[config.mk]
export PLATFORM = sky130hd
export DESIGN_NAME = cofc_comparator_control
export DESIGN_NICKNAME = d
export VERILOG_FILES = /design/src/design/cofc_comparator_control.v /design/src/design/cofc_sync2.v
export VERILOG_INCLUDE_DIRS = /design/src /design/src/design
export SDC_FILE = /design/constraint.sdc
export NUM_CORES = 1
export LEC_CHECK = 0
export ABC_AREA = 1
export BUFFER_PORTS_ARGS = -buffer_cell sky130_fd_sc_hd__buf_2
export CAP_MARGIN = 15
export CORE_MARGIN = 2
export CORE_UTILIZATION = 35
export DETAILED_ROUTE_END_ITERATION = 8
export PLACE_DENSITY_LB_ADDON = 0.2
export SLEW_MARGIN = 30
export SYNTH_ARGS = -nofsm -noshare
export SYNTH_HDL_FRONTEND = slang
export SYNTH_HIERARCHICAL = 1
export SYNTH_SLANG_ARGS = --single-unit
[constraint.sdc]
create_clock -name clock -period 18.4 [get_ports clock]
set_clock_uncertainty 0.05 [all_clocks]
set_input_delay 0.92 -clock clock [delete_from_list [all_inputs] [get_ports clock]]
set_output_delay 0.92 -clock clock [all_outputs]
set_load 0.05 [all_outputs]
[src/design/cofc_defines.vh]
/*
  Offsets, field positions, reset values and codes of the comparator control block.
  Assumes inclusion by bare name from the design files.
*/
`ifndef COFC_DEFINES_VH
`define COFC_DEFINES_VH

`define COFC_ADDR_W          8
`define COFC_OFF_CTRL        8'h10
`define COFC_OFF_FILC        8'h14
`define COFC_OFF_FILP        8'h18
`define COFC_OFF_LOCK        8'h0c

`define COFC_RST_CTRL        32'h00000000
`define COFC_RST_FILC        32'h00000000
`define COFC_RST_FILP        32'h00000000

`define COFC_CTRL_WMASK      32'h0019ffb7
`define COFC_FILC_WMASK      32'h000007ff
`define COFC_FILP_WMASK      32'h0000ffff

`define COFC_B_CLKCHOICE     20
`define COFC_B_POWER         19
`define COFC_B_OUT           17
`define COFC_F_BLANK         16:14
`define COFC_F_HYSTERESIS_LEVEL          13:12
`define COFC_B_INVERT        11
`define COFC_F_ROUTE         10:7
`define COFC_F_POS           5:4
`define COFC_F_NEG           2:1
`define COFC_B_ENABLE        0

`define COFC_F_WINDOW        10:6
`define COFC_F_CHANGE        5:1
`define COFC_B_FILTON        0
`define COFC_F_DIVIDER       15:0

`define COFC_BLANK_NONE      3'h0
`define COFC_BLANK_TIMA      3'h1
`define COFC_BLANK_TIMB      3'h2

`define COFC_RT_A_BRK        4'h1
`define COFC_RT_A_CAP        4'h2
`define COFC_RT_A_CLR        4'h3
`define COFC_RT_B_CAP        4'h4
`define COFC_RT_B_CLR        4'h5
`define COFC_RT_C_CAP        4'h6
`define COFC_RT_C_CLR        4'h7
`define COFC_RT_AB_BRK       4'hb
`define COFC_RT_B_BRK        4'hc
`define COFC_RT_LP_TRIG      4'hd

`define COFC_WIN_MAX         32
`endif

[src/design/cofc_comparator_control.v]
/*
  Digital control around an analog comparator: registers, input and analog
  settings, polarity, blanking, glitch filter with prescaled sampling, and
  routing of the result to timer inputs.
  Assumes one clock; the analog result and timer blanking outputs are
  asynchronous and are synchronised here. The low-speed clock choice is
  exported for the clock mux outside this block.

  // How it works
  // - bit 20 picks system or low-speed clock
  // - bit 17 reads live comparator output
  // - bits 16:14 pick blanking timer channel
  // - bits 13:12 set hysteresis level
  // - bit 11 inverts comparator output
  // - bits 10:7 route output to timer input
  // - bits 5:4 choose positive input
  // - bits 2:1 choose negative input
  // - bit 0 enables; all reset to zero
  // - filter window is window field plus one
  // - output flips on enough opposite samples
  // - sample every divider plus one cycles
  // - lock freezes control until reset
*/
`timescale 1ns/1ps
`include "cofc_defines.vh"

module cofc_comparator_control (
  input  wire                    clock,
  input  wire                    reset,
  input  wire [`COFC_ADDR_W-1:0] busAddr,
  input  wire [31:0]             busWriteData,
  input  wire                    busWrite,
  input  wire                    busRead,
  output reg  [31:0]             busReadData,
  input  wire                    analogResult,
  input  wire                    timerABlank,
  input  wire                    timerBBlank,
  output reg                     comparatorEnable,
  output reg                     lowPowerMode,
  output reg                     lowSpeedClock,
  output reg  [1:0]              hysteresisLevel,
  output reg  [1:0]              positiveInputChoice,
  output reg  [1:0]              negativeInputChoice,
  output reg                     timerABreakInput,
  output reg                     timerACaptureInputOne,
  output reg                     timerAReferenceClear,
  output reg                     timerBBreakInput,
  output reg                     timerBCaptureInputOne,
  output reg                     timerBReferenceClear,
  output reg                     timerCCaptureInputOne,
  output reg                     timerCReferenceClear,
  output reg                     lowPowerTimerTrigger,
  output reg                     comparatorLevel
);
  reg  [31:0] control_reg;
  reg  [31:0] filterCtrl_reg;
  reg  [31:0] prescale_reg;
  reg         freeze_reg;
  reg  [15:0] divCount_reg;
  reg  [15:0] divCount_next;
  reg  [`COFC_WIN_MAX-1:0] window_reg;
  reg         filtered_reg;
  reg         filtered_next;
  reg         blanked;
  reg  [5:0]  oppositeCount;
  reg  [`COFC_WIN_MAX-1:0] windowMask;
  wire        resultSync;
  wire        blankASync;
  wire        blankBSync;
  wire        sampleTick;
  wire [4:0]  windowField;
  wire [4:0]  changeField;
  wire        filterOn;
  wire        polarized;
  wire        finalLevel;
  integer     i;

  // Analog result and timer outputs come from other domains
  cofc_sync2 u_syncResult (.clock(clock), .reset(reset), .asyncIn(analogResult), .syncOut(resultSync));
  cofc_sync2 u_syncBlankA (.clock(clock), .reset(reset), .asyncIn(timerABlank), .syncOut(blankASync));
  cofc_sync2 u_syncBlankB (.clock(clock), .reset(reset), .asyncIn(timerBBlank), .syncOut(blankBSync));

  assign windowField = filterCtrl_reg[`COFC_F_WINDOW];
  assign changeField = filterCtrl_reg[`COFC_F_CHANGE];
  assign filterOn    = filterCtrl_reg[`COFC_B_FILTON];

  // Register writes
  always @(posedge clock) begin
    if (reset) begin
      control_reg    <= `COFC_RST_CTRL;
      filterCtrl_reg <= `COFC_RST_FILC;
      prescale_reg   <= `COFC_RST_FILP;
      freeze_reg     <= 1'b0;
    end else if (busWrite) begin
      case (busAddr)
        `COFC_OFF_CTRL: begin
          if (!freeze_reg) begin
            control_reg <= busWriteData & `COFC_CTRL_WMASK;
          end
        end
        `COFC_OFF_FILC: begin
          filterCtrl_reg <= busWriteData & `COFC_FILC_WMASK;
        end
        `COFC_OFF_FILP: begin
          prescale_reg <= busWriteData & `COFC_FILP_WMASK;
        end
        `COFC_OFF_LOCK: begin
          // Write once: only a set sticks, cleared only by reset
          if (busWriteData[0]) begin
            freeze_reg <= 1'b1;
          end
        end
        default: begin
        end
      endcase
    end
  end

  // Read data stands one cycle after the strobe only
  always @(posedge clock) begin
    if (reset) begin
      busReadData <= 32'h00000000;
    end else if (busRead) begin
      case (busAddr)
        `COFC_OFF_CTRL: begin
          busReadData <= control_reg | ({31'h00000000, comparatorLevel} << `COFC_B_OUT);
        end
        `COFC_OFF_FILC: begin
          busReadData <= filterCtrl_reg;
        end
        `COFC_OFF_FILP: begin
          busReadData <= prescale_reg;
        end
        `COFC_OFF_LOCK: begin
          busReadData <= {31'h00000000, freeze_reg};
        end
        default: begin
          busReadData <= 32'h00000000;
        end
      endcase
    end else begin
      busReadData <= 32'h00000000;
    end
  end

  // Analog settings
  always @(posedge clock) begin
    if (reset) begin
      comparatorEnable    <= 1'b0;
      lowPowerMode        <= 1'b0;
      lowSpeedClock       <= 1'b0;
      hysteresisLevel     <= 2'h0;
      positiveInputChoice <= 2'h0;
      negativeInputChoice <= 2'h0;
    end else begin
      comparatorEnable    <= control_reg[`COFC_B_ENABLE];
      lowPowerMode        <= control_reg[`COFC_B_POWER];
      lowSpeedClock       <= control_reg[`COFC_B_CLKCHOICE];
      hysteresisLevel     <= control_reg[`COFC_F_HYSTERESIS_LEVEL];
      positiveInputChoice <= control_reg[`COFC_F_POS];
      negativeInputChoice <= control_reg[`COFC_F_NEG];
    end
  end

  // Polarity first, then blanking; disabled comparator reads low
  assign polarized = (resultSync ^ control_reg[`COFC_B_INVERT]) & control_reg[`COFC_B_ENABLE];

  always @* begin
    case (control_reg[`COFC_F_BLANK])
      `COFC_BLANK_TIMA: blanked = polarized & ~blankASync;
      `COFC_BLANK_TIMB: blanked = polarized & ~blankBSync;
      default:          blanked = polarized;
    endcase
  end

  // Sample enable pulse
  assign sampleTick = (divCount_reg == 16'h0000);

  always @* begin
    if (sampleTick) begin
      divCount_next = prescale_reg[`COFC_F_DIVIDER];
    end else begin
      divCount_next = divCount_reg - 16'h0001;
    end
  end

  // Window of valid taps and count of samples opposite to the output
  always @* begin
    windowMask    = {`COFC_WIN_MAX{1'b0}};
    oppositeCount = 6'h00;
    for (i = 0; i < `COFC_WIN_MAX; i = i + 1) begin
      if (i <= windowField) begin
        windowMask[i] = 1'b1;
      end
    end
    for (i = 0; i < `COFC_WIN_MAX; i = i + 1) begin
      if (windowMask[i] && (window_reg[i] != filtered_reg)) begin
        oppositeCount = oppositeCount + 6'h01;
      end
    end
  end

  // Threshold above half the window keeps a single decision; not checked here
  always @* begin
    filtered_next = filtered_reg;
    if (oppositeCount >= {1'b0, changeField}) begin
      filtered_next = ~filtered_reg;
    end
  end

  always @(posedge clock) begin
    if (reset) begin
      divCount_reg <= 16'h0000;
      window_reg   <= {`COFC_WIN_MAX{1'b0}};
      filtered_reg <= 1'b0;
    end else if (!filterOn) begin
      // Track the raw level so enabling the filter starts without a glitch
      divCount_reg <= 16'h0000;
      window_reg   <= {`COFC_WIN_MAX{blanked}};
      filtered_reg <= blanked;
    end else begin
      divCount_reg <= divCount_next;
      if (sampleTick) begin
        window_reg   <= {window_reg[`COFC_WIN_MAX-2:0], blanked};
        filtered_reg <= filtered_next;
      end
    end
  end

  assign finalLevel = filterOn ? filtered_reg : blanked;

  // Output routing to a single timer input, or to both break inputs for code 4'hb
  always @(posedge clock) begin
    if (reset) begin
      comparatorLevel       <= 1'b0;
      timerABreakInput      <= 1'b0;
      timerACaptureInputOne <= 1'b0;
      timerAReferenceClear  <= 1'b0;
      timerBBreakInput      <= 1'b0;
      timerBCaptureInputOne <= 1'b0;
      timerBReferenceClear  <= 1'b0;
      timerCCaptureInputOne <= 1'b0;
      timerCReferenceClear  <= 1'b0;
      lowPowerTimerTrigger  <= 1'b0;
    end else begin
      comparatorLevel       <= finalLevel;
      timerABreakInput      <= finalLevel & ((control_reg[`COFC_F_ROUTE] == `COFC_RT_A_BRK) ||
                                             (control_reg[`COFC_F_ROUTE] == `COFC_RT_AB_BRK));
      timerACaptureInputOne <= finalLevel & (control_reg[`COFC_F_ROUTE] == `COFC_RT_A_CAP);
      timerAReferenceClear  <= finalLevel & (control_reg[`COFC_F_ROUTE] == `COFC_RT_A_CLR);
      timerBBreakInput      <= finalLevel & ((control_reg[`COFC_F_ROUTE] == `COFC_RT_B_BRK) ||
                                             (control_reg[`COFC_F_ROUTE] == `COFC_RT_AB_BRK));
      timerBCaptureInputOne <= finalLevel & (control_reg[`COFC_F_ROUTE] == `COFC_RT_B_CAP);
      timerBReferenceClear  <= finalLevel & (control_reg[`COFC_F_ROUTE] == `COFC_RT_B_CLR);
      timerCCaptureInputOne <= finalLevel & (control_reg[`COFC_F_ROUTE] == `COFC_RT_C_CAP);
      timerCReferenceClear  <= finalLevel & (control_reg[`COFC_F_ROUTE] == `COFC_RT_C_CLR);
      lowPowerTimerTrigger  <= finalLevel & (control_reg[`COFC_F_ROUTE] == `COFC_RT_LP_TRIG);
    end
  end
endmodule // cofc_comparator_control

[src/design/cofc_sync2.v]
/*
  Two flip-flop synchroniser for one level.
  Assumes the input is asynchronous to clock.
*/
`timescale 1ns/1ps
`include "cofc_defines.vh"

module cofc_sync2 (
  input  wire clock,
  input  wire reset,
  input  wire asyncIn,
  output wire syncOut
);
  reg stageOne_reg;
  reg stageTwo_reg;

  always @(posedge clock) begin
    if (reset) begin
      stageOne_reg <= 1'b0;
      stageTwo_reg <= 1'b0;
    end else begin
      stageOne_reg <= asyncIn;
      stageTwo_reg <= stageOne_reg;
    end
  end

  assign syncOut = stageTwo_reg;
endmodule // cofc_sync2

==> flow_summary.json <==
{
  "synth_area_leaders": "dfxtp_1 26%, nand2_1 12%, inv_1 11%",
  "switchingPower_mw": 0.1513,
  "cts.sinks": 139,
  "grt_usage_pct": 16.24,
  "power_frac_seq_pct": 45.1,
  "pre_cts_ws_ps": 1653,
  "cts_resized": 0,
  "synth_edf_count": 0,
  "endpoint_kind": "flop",
  "overflow": 0,
  "ys_seq_elements": 139,
  "min_period_over_period_pct": 90.75,
  "insertion_delay_ps": 420,
  "cts_hold_buf": 0,
  "ant_nets": 0,
  "drcViolationCount": 0,
  "port_buffers": 72,
  "die_area_sq_um": 32470,
  "max_freq_ghz": 0.05988,
  "largest_register_ffs": 32,
  "path_clk_slew_ps": 60,
  "min-delay-path-class": "reg -> reg",
  "powerDensity_nw_per_um2": 55.15,
  "yosys_warnings": 6,
  "cts_buffers": 17,
  "start_util_pct": 35.52,
  "rr_endpoint": "filtered_reg",
  "period_needed_ps": 16700,
  "hold_path_startpoint": "u_syncResult/stageOne_reg",
  "layout.nets": 1839,
  "crit_path_max_incr_delay_ps": 460,
  "dp_hpwl_um": 20480,
  "synth.distinct_cells": 54,
  "ys.flop_type": "dfxtp_1",
  "grt_pass1_wl_um": 44880,
  "crit_arrival_ps": 16950,
  "slew_violations": 0,
  "worst_slew_pin_slew_ps": 918.9,
  "comb_power_share_pct": 2.8,
  "sw_frac_of_total_pct": 22.57,
  "clk_path_buf_depth": 2,
  "routedWlPerCell_um": 12.12,
  "crit_path_frequent_cell": "nand2_1",
  "areaGrowthSynthToFinish_pct": 11.84,
  "cts_root_buf": "clkbuf_16",
  "nFillCells": 3341,
  "io_pins": 98,
  "finalHoldViolCount": 0,
  "route.vias.total": 10108,
  "min_to": "u_syncResult/syncOut",
  "cts_tree": "built",
  "vias_per_cell": 4.680,
  "cp_max_fo": 9,
  "async_flop_share_pct": 0,
  "yosysTopAreaCell": "dfxtp_1",
  "drive_above_1_share_pct": 20.35,
  "ys_seq_area_share_pct": 25.61,
  "whs_path_depth": 2,
  "maxSlewHeadroom_pct": 38.51,
  "tns_ps": 0,
  "syn_inst": 1692,
  "finalSetupViolCount": 0,
  "outcome": "complete, no violations",
  "rsz0062_at_grt": "false",
  "fin_ws_ps": 1701,
  "grt_start_max_net_pins": 69,
  "first_pass_iters": 4,
  "synth.cell_area_sq_um": 10870,
  "final_common_cell": "nand2_1",
  "avgSynthCellArea_sq_um": 6.422,
  "slowest_stage": "dfxtp_1",
  "antenna_found_initial": 0,
  "die_w_um": 180.2,
  "htree_levels": 4,
  "wl_um": 26180,
  "antenna_cells": 0,
  "place_congestion": 0.8017,
  "cts_setup_buffers": 0,
  "fp-row-count": 64,
  "drtIter0Drc": 412,
  "r2r_cells": 105,
  "clock_power_share_pct": 52.1,
  "reg2reg_slack_ps": 1700,
  "max_cap_violations": 0,
  "crit_path_start_kind": "flop",
  "p_int_mw": 0.5189,
  "crit_type": "reg -> reg",
  "layout_common_cells": "340 x nand2_1, 314 x inv_1, 138 x nand3_1, 138 x dfxtp_1, 131 x nor2_1",
  "critical_path_required_ps": 18650,
  "die_h_um": 180.2,
  "leakage_nw": 6.560,
  "ir_worst_vdd_uv": 60.26,
  "synth_top_area_share_pct": 25.61,
  "core_sq_um": 30590,
  "grt_pass1_vias": 9540,
  "timing.rr.start": "filterCtrl_reg[8]"
}
routing by layer:
metal	vias up	global-route usage [%]	wire (um)
li1	5477	-	-
met1	4469	20.98	12640
met2	138	28.34	12340
met3	24	2.668	867
met4	0	3.548	321
met5	-	0	0
critical path: cells and delay by family (launching register included):
| kind | cells | cell delay, ps |
|---|---|---|
| fa+ha+maj | 31 | 9050 |
| simple gates | 62 | 5280 |
| compound gates | 7 | 1160 |
| flops | 1 | 460 |
| buf+inv | 4 | 340 |
| mux | 1 | 270 |
worst max-delay path by stage:
stage                            startpoint  depth (start not counted)      endpoint
after floorplan                filtered_reg                        109  filtered_reg
after global placement    filterCtrl_reg[8]                        106  filtered_reg
after detailed placement  filterCtrl_reg[8]                        105  filtered_reg
after CTS                 filterCtrl_reg[8]                        105  filtered_reg
after global routing      filterCtrl_reg[8]                        105  filtered_reg
final                     filterCtrl_reg[8]                        105  filtered_reg
cell usage after synthesis, types with 5 or more instances:
cell / count
nand2_1: 340
inv_1: 314
dfxtp_1: 139
nand3_1: 138
nor2_1: 132
nand2_2: 129
o21ai_0: 94
nand3_2: 69
a21oi_1: 60
ha_1: 39
clkbuf_1: 26
nor3_1: 19
xor2_1: 18
o221ai_1: 15
buf_4: 14
nand3b_1: 14
a31oi_1: 12
nor2_2: 11
a221oi_1: 10
inv_2: 10
a22oi_1: 8
nand2_4: 8
nor4_1: 8
xnor2_1: 7
nand4_1: 6
buf_6: 5
or2_2: 5
power by group through the flow:
stage / logic, mW / clock network (mW) / registers, mW
2_1_floorplan: 0.0137 / 0 / 0.309
3_3_place_gp: 0.0190 / 0 / 0.309
3_5_place_dp: 0.0190 / 0 / 0.309
4_1_cts: 0.0190 / 0.355 / 0.302
5_1_grt: 0.0210 / 0.368 / 0.302
6_report: 0.0190 / 0.349 / 0.302
through the flow:
step | hold slack, ps | utilization [%] | cells | power, mW | instance area [sq um]
after floorplan | 338.3 | - | 1703 | 0.3225 | 10910
after global placement | 338.5 | 37.77 | 2130 | 0.3278 | 11550
after detailed placement | 342.4 | 37.77 | 2130 | 0.3279 | 11550
after CTS | 350.5 | 39.72 | 2160 | 0.6758 | 12150
after global routing | 358.1 | 39.73 | 2160 | 0.6907 | 12150
final | 351.4 | 39.73 | 2160 | 0.6702 | 12150
kinds of logic after synthesis:
logic type                 after synthesis  share of synthesized area [%]
other                                    1                        0.03451
adders and majority gates               39                          4.491
buffers and inverters                  377                          13.94
AOI/OAI and AO/OA                      218                          11.63
muxes                                    1                         0.1036
and+or+nand+nor                        891                          42.03
DFF                                    139                          25.61
xor gates and xnor gates                26                          2.165
area by class of cell:
type / instances / area, sq um / area share, %
multi-input cells: 1187 / 6624 / 54.50
clock buffers: 17 / 425.4 / 3.500
flip-flops and latches: 139 / 2784 / 22.91
well taps: 396 / 495.5 / 4.077
inverters: 329 / 1240 / 10.20
repair buffers: 79 / 412.9 / 3.398
clock inverters: 13 / 171.4 / 1.410
Power figures use the tool's default switching activity.
